===== config.mk =====
export PLATFORM = sky130hd
export DESIGN_NAME = plldc_device_flat
export DESIGN_NICKNAME = d
export VERILOG_FILES = /design/src/plldc_pkg.sv /design/src/plldc_if.sv /design/src/plldc_device.sv /design/src/flat_wrapper.sv
export SDC_FILE = /design/constraint.sdc
export NUM_CORES = 1
export LEC_CHECK = 0
export ABC_CLOCK_PERIOD_IN_PS = 9700
export BUFFER_PORTS_ARGS = -buffer_cell sky130_fd_sc_hd__buf_2
export CORE_AREA = 5 5 192 194
export CTS_CLUSTER_SIZE = 30
export DETAILED_ROUTE_END_ITERATION = 10
export DIE_AREA = 0 0 197 199
export GPL_TIMING_DRIVEN = 0
export HOLD_SLACK_MARGIN = 0.05
export PLACE_DENSITY = 0.51
export SETUP_SLACK_MARGIN = 0.3
export SYNTH_ARGS = -nofsm -noshare
export SYNTH_HDL_FRONTEND = slang
export SYNTH_SLANG_ARGS = --single-unit

===== constraint.sdc =====
create_clock -name clk_i -period 9.7 [get_ports clk_i]
set_input_delay 0.97 -clock clk_i [delete_from_list [all_inputs] [get_ports clk_i]]
set_output_delay 0.97 -clock clk_i [all_outputs]
set_load 0.01 [all_outputs]

===== src/plldc_pkg.sv =====
// package of constants shared by the synthesizer control device and its host
package plldc_pkg;
	// =========================================================
	// device register indices (printed offsets)
	localparam logic [7:0] REG_REFDIV   = 8'h02;
	localparam logic [7:0] REG_INTDIV   = 8'h03;
	localparam logic [7:0] REG_FRACDIV  = 8'h04;
	localparam logic [7:0] REG_MODCFG   = 8'h06;
	localparam logic [7:0] REG_LOCKCFG  = 8'h07;
	localparam logic [7:0] REG_CPCFG    = 8'h09;
	localparam logic [7:0] REG_PINCFG   = 8'h0F;
	localparam logic [7:0] REG_STATUS   = 8'h12;
	localparam logic [7:0] REG_OUTDIV   = 8'h16;
	// =========================================================
	// field positions
	localparam int MOD_FRAC_EN_BIT  = 11;
	localparam int MOD_BYPASS_BIT   = 7;
	localparam int MOD_SLIP_BIT     = 0;
	localparam int LK_EN_BIT        = 11;
	localparam int LK_SPEED_LSB     = 8;
	localparam int LK_DIV_LSB       = 5;
	localparam int LK_TYPE_BIT      = 6;
	localparam int LK_THR_LSB       = 0;
	localparam int PIN_ONLY_BIT     = 6;
	localparam int STAT_LOCK_BIT    = 1;
	localparam logic [4:0] PIN_SEL_LOCK = 5'h01;
	// =========================================================
	// limits and reset values
	localparam logic [18:0] INT_MIN_INTEGER = 19'h0_0010;
	localparam logic [18:0] INT_MIN_FRAC    = 19'h0_0014;
	localparam logic [18:0] INT_MAX_FRAC    = 19'h7_FFFC;
	localparam logic [13:0] REFDIV_RST      = 14'h0001;
	localparam logic [5:0]  OUTDIV_RST      = 6'h01;
	// =========================================================
	// timing: clock 100 MHz, windows in picoseconds
	localparam int CLK_PERIOD_PS  = 10000;
	localparam int ANALOG_WIN_PS  = 10000;
	localparam int ANALOG_WIN_CYC = ANALOG_WIN_PS / CLK_PERIOD_PS;
	// window length per speed and divide code, ps (speed*8+div)
	localparam int WIN_PS [32] = '{
		6500, 8000, 11000, 17000, 29000, 53000, 100000, 195000,
		7000, 8900, 12800, 21000, 36000, 68000, 130000, 255000,
		7100, 9200, 13300, 22000, 38000, 72000, 138000, 272000,
		7600, 10200, 15400, 26000, 47000, 88000, 172000, 338000};
	// serial frame: 8 address bits out, 24 data bits back
	localparam int SER_ADDR_BITS = 8;
	localparam int SER_DATA_BITS = 24;
	typedef enum logic [2:0] {
		PLLDC_H_IDLE = 3'b001,
		PLLDC_H_ADDR = 3'b010,
		PLLDC_H_DATA = 3'b100
	} plldc_hstate_e;
endpackage : plldc_pkg


===== src/plldc_if.sv =====
// link between the synthesizer control device and its host
`timescale 1ns/1ps
interface plldc_if;
	logic        wr_stb;
	logic [7:0]  wr_addr;
	logic [23:0] wr_data;
	logic        rd_req;
	logic        ser_in;
	logic        lock_or_readback_pin;
	modport device (
		input  wr_stb, wr_addr, wr_data, rd_req, ser_in,
		output lock_or_readback_pin
	);
	modport host (
		output wr_stb, wr_addr, wr_data, rd_req, ser_in,
		input  lock_or_readback_pin
	);
endinterface : plldc_if


===== src/plldc_device.sv =====
// synthesizer digital control: lock detect, pin mux, divider settings
//
// Strobed register access and the register offsets were left to the implementer.
`timescale 1ns/1ps
module plldc_device (
	// clock and reset (comparison clock)
	input  wire logic        clk_i,
	input  wire logic        srst_i,
	// link
	plldc_if.device          lnk,
	// phase detector edge events and large phase error level
	input  wire logic        ref_edge_i,
	input  wire logic        vco_edge_i,
	input  wire logic        phase_err_big_i,
	// lock flag and derived settings
	output logic             lock_flag_o,
	output logic             frac_mode_o,
	output logic [18:0]      int_div_o,
	output logic [23:0]      frac_div_o,
	output logic [13:0]      ref_div_o,
	output logic [5:0]       out_div_o,
	output logic             pd_gain_boost_o
);
	// =========================================================
	// settings registers
	logic [23:0] modcfg_q, lockcfg_q, pincfg_q;
	logic [18:0] int_q;
	logic [23:0] frac_q;
	logic [13:0] ref_q;
	logic [5:0]  outdiv_pend_q;
	logic        outdiv_load_q;
	logic [23:0] shreg_q;
	logic [4:0]  rd_cnt_q;
	logic        rd_busy_q;
	logic        ser_s1_q, ser_s2_q, rdreq_s1_q, rdreq_s2_q, rdreq_s3_q;

	always_ff @(posedge clk_i) begin
		if (srst_i) begin
			modcfg_q  <= 24'h00_0000;
			lockcfg_q <= 24'h00_0000;
			pincfg_q  <= 24'h00_0000;
			int_q     <= plldc_pkg::INT_MIN_FRAC;
			frac_q    <= 24'h00_0000;
			ref_q     <= plldc_pkg::REFDIV_RST;
		end else if (lnk.wr_stb) begin
			case (lnk.wr_addr)
				plldc_pkg::REG_MODCFG:  modcfg_q  <= lnk.wr_data;
				plldc_pkg::REG_LOCKCFG: lockcfg_q <= lnk.wr_data;
				plldc_pkg::REG_PINCFG:  pincfg_q  <= lnk.wr_data;
				plldc_pkg::REG_INTDIV:  int_q <= (lnk.wr_data[18:0] < plldc_pkg::INT_MIN_INTEGER)
					? plldc_pkg::INT_MIN_INTEGER : lnk.wr_data[18:0];
				plldc_pkg::REG_FRACDIV: frac_q <= lnk.wr_data;
				// reference ratio, zero treated as one
				plldc_pkg::REG_REFDIV:  ref_q <= (lnk.wr_data[13:0] == 14'h0000)
					? plldc_pkg::REFDIV_RST : lnk.wr_data[13:0];
				default: ;
			endcase
		end
	end

	always_ff @(posedge clk_i) begin
		if (srst_i) begin
			outdiv_pend_q <= plldc_pkg::OUTDIV_RST;
			outdiv_load_q <= 1'b0;
			out_div_o     <= plldc_pkg::OUTDIV_RST;
		end else begin
			outdiv_load_q <= lnk.wr_stb && (lnk.wr_addr == plldc_pkg::REG_OUTDIV);
			if (lnk.wr_stb && (lnk.wr_addr == plldc_pkg::REG_OUTDIV)) begin
				// force even ratio, 1 passes through
				outdiv_pend_q <= (lnk.wr_data[5:0] <= 6'h01) ? 6'h01 : {lnk.wr_data[5:1], 1'b0};
			end
			if (outdiv_load_q) begin
				out_div_o <= outdiv_pend_q;
			end
		end
	end

	always_ff @(posedge clk_i) begin
		if (srst_i) begin
			frac_mode_o     <= 1'b0;
			int_div_o       <= plldc_pkg::INT_MIN_FRAC;
			frac_div_o      <= 24'h00_0000;
			ref_div_o       <= plldc_pkg::REFDIV_RST;
			pd_gain_boost_o <= 1'b0;
		end else begin
			frac_mode_o <= modcfg_q[plldc_pkg::MOD_FRAC_EN_BIT]
				&& !modcfg_q[plldc_pkg::MOD_BYPASS_BIT];
			int_div_o   <= int_q;
			frac_div_o  <= (modcfg_q[plldc_pkg::MOD_FRAC_EN_BIT]) ? frac_q : 24'h00_0000;
			ref_div_o   <= ref_q;
			pd_gain_boost_o <= modcfg_q[plldc_pkg::MOD_SLIP_BIT] && phase_err_big_i;
		end
	end

	// =========================================================
	// lock detector
	function automatic int win_cycles(input logic typ, input logic [1:0] spd,
			input logic [2:0] dv);
		int ps;
		ps = typ ? plldc_pkg::WIN_PS[{spd, dv}] : plldc_pkg::ANALOG_WIN_PS;
		win_cycles = ps / plldc_pkg::CLK_PERIOD_PS;
		if (win_cycles < 1) win_cycles = 1;
	endfunction : win_cycles

	logic [5:0] win_len;
	logic       first_q, ref_seen_q, vco_seen_q, open_q;
	logic [5:0] tmr_q;
	logic [2:0] cnt_q;
	logic       hit, miss;

	assign win_len = 6'(win_cycles(lockcfg_q[plldc_pkg::LK_TYPE_BIT],
		lockcfg_q[plldc_pkg::LK_SPEED_LSB +: 2], lockcfg_q[plldc_pkg::LK_DIV_LSB +: 3]));
	assign hit  = open_q && (ref_edge_i || ref_seen_q) && (vco_edge_i || vco_seen_q);
	assign miss = open_q && !hit && (tmr_q >= win_len);

	always_ff @(posedge clk_i) begin
		if (srst_i || !lockcfg_q[plldc_pkg::LK_EN_BIT]) begin
			open_q      <= 1'b0;
			ref_seen_q  <= 1'b0;
			vco_seen_q  <= 1'b0;
			tmr_q       <= 6'h00;
			cnt_q       <= 3'h0;
			lock_flag_o <= 1'b0;
		end else if (!open_q) begin
			open_q     <= ref_edge_i || vco_edge_i;
			ref_seen_q <= ref_edge_i;
			vco_seen_q <= vco_edge_i;
			tmr_q      <= 6'h01;
			if (ref_edge_i && vco_edge_i) begin
				open_q <= 1'b0;
				if (cnt_q != 3'h7) cnt_q <= cnt_q + 3'h1;
				if (cnt_q + 3'h1 >= lockcfg_q[plldc_pkg::LK_THR_LSB +: 3]) lock_flag_o <= 1'b1;
			end
		end else if (hit) begin
			open_q <= 1'b0;
			if (cnt_q != 3'h7) cnt_q <= cnt_q + 3'h1;
			if (cnt_q + 3'h1 >= lockcfg_q[plldc_pkg::LK_THR_LSB +: 3]) lock_flag_o <= 1'b1;
		end else if (miss) begin
			open_q <= 1'b0;
			cnt_q <= 3'h0;
			lock_flag_o <= 1'b0;
		end else begin
			ref_seen_q <= ref_seen_q || ref_edge_i;
			vco_seen_q <= vco_seen_q || vco_edge_i;
			tmr_q <= tmr_q + 6'h01;
		end
	end

	// =========================================================
	// serial readback: synchronise host pins
	always_ff @(posedge clk_i) begin
		if (srst_i) begin
			ser_s1_q   <= 1'b0;
			ser_s2_q   <= 1'b0;
			rdreq_s1_q <= 1'b0;
			rdreq_s2_q <= 1'b0;
			rdreq_s3_q <= 1'b0;
		end else begin
			ser_s1_q   <= lnk.ser_in;
			ser_s2_q   <= ser_s1_q;
			rdreq_s1_q <= lnk.rd_req;
			rdreq_s2_q <= rdreq_s1_q;
			rdreq_s3_q <= rdreq_s2_q;
		end
	end

	function automatic logic [23:0] read_reg(input logic [7:0] a, input logic lk);
		case (a)
			plldc_pkg::REG_REFDIV:  read_reg = {10'h000, ref_q};
			plldc_pkg::REG_INTDIV:  read_reg = {5'h00, int_q};
			plldc_pkg::REG_FRACDIV: read_reg = frac_q;
			plldc_pkg::REG_MODCFG:  read_reg = modcfg_q;
			plldc_pkg::REG_LOCKCFG: read_reg = lockcfg_q;
			plldc_pkg::REG_PINCFG:  read_reg = pincfg_q;
			plldc_pkg::REG_OUTDIV:  read_reg = {18'h0_0000, out_div_o};
			plldc_pkg::REG_STATUS:  read_reg = 24'(lk) << plldc_pkg::STAT_LOCK_BIT;
			default:                read_reg = 24'h00_0000;
		endcase
	endfunction : read_reg

	// address shifts in while rd_req high, data shifts out after it falls unless the pin-only bit is set
	always_ff @(posedge clk_i) begin
		if (srst_i) begin
			shreg_q   <= 24'h00_0000;
			rd_cnt_q  <= 5'h00;
			rd_busy_q <= 1'b0;
		end else if (rdreq_s2_q) begin
			shreg_q <= {shreg_q[22:0], ser_s2_q};
			rd_busy_q <= 1'b0;
		end else if (rdreq_s3_q) begin
			shreg_q  <= read_reg(shreg_q[7:0], lock_flag_o);
			rd_cnt_q <= 5'(plldc_pkg::SER_DATA_BITS);
			rd_busy_q <= !pincfg_q[plldc_pkg::PIN_ONLY_BIT];
		end else if (rd_busy_q) begin
			shreg_q  <= {shreg_q[22:0], 1'b0};
			rd_cnt_q <= rd_cnt_q - 5'h01;
			rd_busy_q <= (rd_cnt_q != 5'h01);
		end
	end

	always_ff @(posedge clk_i) begin
		if (srst_i) lnk.lock_or_readback_pin <= 1'b0;
		else if (rd_busy_q) lnk.lock_or_readback_pin <= shreg_q[23];
		else if (pincfg_q[4:0] == plldc_pkg::PIN_SEL_LOCK || pincfg_q[plldc_pkg::PIN_ONLY_BIT])
			lnk.lock_or_readback_pin <= lock_flag_o;
		else lnk.lock_or_readback_pin <= 1'b0;
	end
endmodule : plldc_device


===== src/flat_wrapper.sv =====
// flat-port wrapper written by rule: the top's interface ports become plain ports
module plldc_device_flat 
  (clk_i, srst_i, ref_edge_i, vco_edge_i, phase_err_big_i, lock_flag_o, frac_mode_o, int_div_o, frac_div_o, ref_div_o, out_div_o, pd_gain_boost_o, lnk_wr_stb, lnk_wr_addr, lnk_wr_data, lnk_rd_req, lnk_ser_in, lnk_lock_or_readback_pin);
  plldc_if lnk_i ();
  input  wire logic clk_i;
  input  wire logic srst_i;
  input  wire logic ref_edge_i;
  input  wire logic vco_edge_i;
  input  wire logic phase_err_big_i;
  output logic lock_flag_o;
  output logic frac_mode_o;
  output logic [18:0] int_div_o;
  output logic [23:0] frac_div_o;
  output logic [13:0] ref_div_o;
  output logic [5:0] out_div_o;
  output logic pd_gain_boost_o;
  input wire logic [$bits(lnk_i.wr_stb)-1:0] lnk_wr_stb;
  input wire logic [$bits(lnk_i.wr_addr)-1:0] lnk_wr_addr;
  input wire logic [$bits(lnk_i.wr_data)-1:0] lnk_wr_data;
  input wire logic [$bits(lnk_i.rd_req)-1:0] lnk_rd_req;
  input wire logic [$bits(lnk_i.ser_in)-1:0] lnk_ser_in;
  output wire logic [$bits(lnk_i.lock_or_readback_pin)-1:0] lnk_lock_or_readback_pin;
  assign lnk_i.wr_stb = lnk_wr_stb;
  assign lnk_i.wr_addr = lnk_wr_addr;
  assign lnk_i.wr_data = lnk_wr_data;
  assign lnk_i.rd_req = lnk_rd_req;
  assign lnk_i.ser_in = lnk_ser_in;
  assign lnk_lock_or_readback_pin = lnk_i.lock_or_readback_pin;
  plldc_device u_core (.clk_i(clk_i), .srst_i(srst_i), .lnk(lnk_i), .ref_edge_i(ref_edge_i), .vco_edge_i(vco_edge_i), .phase_err_big_i(phase_err_big_i), .lock_flag_o(lock_flag_o), .frac_mode_o(frac_mode_o), .int_div_o(int_div_o), .frac_div_o(frac_div_o), .ref_div_o(ref_div_o), .out_div_o(out_div_o), .pd_gain_boost_o(pd_gain_boost_o));
endmodule

==> results_dict.tcl <==
set metrics [dict create \
    status "finished, final reports clean" \
    routed.top_layer "met4" \
    fillerInstances 3719 \
    crit_arrival_ns 9.01 \
    fin_nets 1699 \
    routed_wl_um 41200 \
    finalCriticalPeriod_ns 8.59 \
    least_margin_pin_slew_ns 1.36 \
    worstRegToRegCells 35 \
    n_antenna_cell 0 \
    detail_route.wl_per_cell_um 19.5 \
    static-leakage-power_nw 5.00 \
    drive_above_1_share_pct 13.1 \
    cts_tree "done" \
    ioPinCount 107 \
    initial_utilization_pct 34.3 \
    post_synth_num_cell_types 90 \
    crit_path_max_fanout 12 \
    crit_path_top_delay_cell "sky130_fd_sc_hd__or4b_1" \
    critical_path_required_ns 10.13 \
    netlist.top_cell.by_area "sky130_fd_sc_hd__dfxtp_1" \
    die_width_um 197 \
    wl_met2_um 19100 \
    area_of_the_multi_input_gates_sq_um 6550 \
    worst_setup_path_startpoint "u_core.lockcfg_q[6]" \
    gp_routability_congestion 0.879 \
    drcViolationCount 0 \
    worstHoldPathCells 1 \
    met3RoutedLength_um 2390 \
    synth_cells 1503 \
    maxClockFrequency_mhz 116 \
    clk-insertion-delay-late_ns 0.55 \
    worstHoldEndpoint "u_core.rdreq_s2_q" \
    cts.repair_timing.setup_buffer_count 0 \
    grt_setup_unrepaired "false" \
    clock-skew-final_ns 0.0173 \
    drt-initial-drc-count 867 \
    route.layer.met1.wl_um 18900 \
    global_route_wire_length_before_repair_um 64200 \
    timing.final.hold_violations 0 \
    ff_latch_count_synth 250 \
    final_min_period_over_clock_period_pct 88.5 \
    clk_pin_slew_ns 0.06 \
    synthDominantCellAreaShare_pct 41.6 \
    cts_hold_repair.buffers 0 \
    synth_area_sq_um 12000 \
    first_global_vias 11004 \
    timing.max_slew.rel_slack_pct 8.67 \
    number_of_h_tree_levels 1 \
    post_layout_instance_count_excluding_filler_cells 2120 \
    placedCellCount 2066 \
    route.detailed.vias_per_inst 5.43 \
    coreArea_sq_um 35100 \
    placement.io_buffers 102 \
    tritoncts.num_buffers 29 \
    worstHoldStart "u_core.rdreq_s1_q" \
    finalSetupViolations 0 \
    post_synth_edffs 0 \
    cts-root-to-sink-buffers 3 \
    design_area_sq_um 14100 \
    gr-total-overflow 0 \
    vias 11518 \
    floorplan.rows 69 \
    cpPeakStageDelay_ns 0.63 \
    drv.max_cap_violation_count 0 \
    ant_nets 0 \
    path_buf_inv 3 \
    critical-path-top-delay-family "compound AO/OA/AOI/OAI gates" \
    synth-warning-count 0 \
    synthesis.nets 1566 \
    syn2layout_area_growth_pct 17.3 \
    fin_tns_setup_ns 0 \
    min_path_type "reg -> reg" \
    ir_worst_vdd_uv 108 \
    timing.critical_path.to_type "flip-flop" \
    grt_max_degree 15 \
    hpwlAfterDp_um 31400 \
    asyncSetResetFlopFracSynth_pct 0 \
    track_usage_pct 20.5 \
    cts_num_sinks 250 \
    dominant_synthesized_flop_cell "sky130_fd_sc_hd__dfxtp_1" \
    power_density_nw_per_um2 160 \
    timing.rr.end "u_core.cnt_q[1]" \
    cell_at_the_root_of_the_clock_tree "sky130_fd_sc_hd__clkbuf_16" \
    register_area_sq_um 5010 \
    die_height_um 199 \
    r2r-start "u_core.lockcfg_q[6]" \
    worst-r2r-setup-slack_ns 1.11 \
    yosys-top-cells-area "sky130_fd_sc_hd__dfxtp_1, sky130_fd_sc_hd__nand2_1, sky130_fd_sc_hd__a21oi_1" \
    fin_max_slew_vios 0 \
    detailedRoute.firstPassIterationCount 6 \
    mapped_avg_cell_area_sq_um 8.01 \
    worst-setup-path-type "reg -> reg" \
    die_area_sq_um 39200 \
    synth_seq_area_share_pct 41.6 \
    detailed_place.area_sq_um 13100 \
    number_of_antenna_violations_at_the_first_check_in_global_routing 0 \
    worst_setup_path_start_kind "flip-flop" \
]
-- cell type report --
class / count / share of cell area [%]
repair buffers: 102 / 3.62
multi-input cells: 1128 / 46.4
flip-flops and latches: 250 / 35.5
clock inverters: 10 / 0.789
clock buffers: 44 / 6.18
plain buffers: 97 / 2.76
well taps: 461 / 4.09
inverters: 28 / 0.745
-- through the flow --
stage | hold slack, ns | worst slack [ns] | power [mW] | util [%]
2_1_floorplan | 0.414 | 2.21 | 1.12 | -
3_3_place_gp | 0.421 | 0.847 | 1.17 | 37.4
3_5_place_dp | 0.423 | 0.839 | 1.17 | 37.4
4_1_cts | 0.437 | 0.816 | 2.28 | 40.2
5_1_grt | 0.461 | 0.369 | 2.33 | 40.3
6_report | 0.434 | 1.11 | 2.26 | 40.3
-- sequential cells by signal (all words and copies together), names as in the netlist, 6 cells and up --
signal,cells
u_core.frac_div_o,24
u_core.frac_q,24
u_core.lockcfg_q,24
u_core.modcfg_q,24
u_core.pincfg_q,24
u_core.shreg_q,24
u_core.int_div_o,19
u_core.int_q,19
u_core.ref_div_o,14
u_core.ref_q,14
u_core.out_div_o,6
u_core.outdiv_pend_q,6
u_core.tmr_q,6
-- Yosys cell counts (21+ instances only) --
master                       n
sky130_fd_sc_hd__and2_1     33
sky130_fd_sc_hd__dfxtp_1   250
sky130_fd_sc_hd__nand3_1    30
sky130_fd_sc_hd__clkbuf_1   84
sky130_fd_sc_hd__mux2i_1    26
sky130_fd_sc_hd__o21ai_0    30
sky130_fd_sc_hd__nand2_1   287
sky130_fd_sc_hd__nor3_1     36
sky130_fd_sc_hd__a211oi_1   21
sky130_fd_sc_hd__nor2_1    121
sky130_fd_sc_hd__ha_1       23
sky130_fd_sc_hd__nor2b_1    52
sky130_fd_sc_hd__a21oi_1   188
sky130_fd_sc_hd__a22oi_1    23
sky130_fd_sc_hd__inv_1      28
-- kinds of logic after synthesis --
family / count (synthesis) / synth area share, %
adders and majority gates: 26 / 2.66
buffers and inverters: 125 / 4.11
muxes: 39 / 3.50
xor gates and xnor gates: 12 / 0.873
AOI/OAI and AO/OA: 399 / 21.9
DFF: 250 / 41.6
and+or+nand+nor: 652 / 25.4
-- where the power goes --
part	switching (mW)	internal, mW	total [mW]
Combinational	0.0795	0.0277	0.107
Clock	0.435	0.673	1.11
Sequential	0.00649	1.04	1.04
-- placed cells by master, fill, tap and decap left out, drive strengths merged, types with 14 or more instances in the layout --
master,instances
a211oi,23
a21oi,191
a222oi,15
a22oi,23
a311oi,14
a31oi,14
and2,34
buf,115
clkbuf,128
dfxtp,250
ha,23
inv,31
mux2i,26
nand2,287
nand2b,16
nand3,30
nor2,121
nor2b,52
nor3,38
o21ai,34
-- timing repair --
action	CTS	global route
endpoints found under the setup margin	0	5
hold endpoints to repair	0	0
gates resized for setup	0	3
-- per-layer routing --
| layer | vias to the layer above | GRT usage (%) |
|---|---|---|
| li1 | 5587 | - |
| met1 | 5541 | 28.6 |
| met2 | 335 | 33.9 |
| met3 | 55 | 2.86 |
| met4 | 0 | 4.47 |
| met5 | - | 0 |
-- worst max-delay path by stage --
stage	endpoint	slack, ns	cells after the start
2_1_floorplan	u_core.cnt_q[1]	2.21	35
6_report	u_core.cnt_q[1]	1.11	35
4_1_cts	u_core.cnt_q[1]	0.82	35
3_3_place_gp	u_core.cnt_q[1]	0.85	35
3_5_place_dp	u_core.cnt_q[1]	0.84	35
5_1_grt	u_core.cnt_q[1]	0.37	34
No activity file was read; power rests on OpenSTA's default activity.
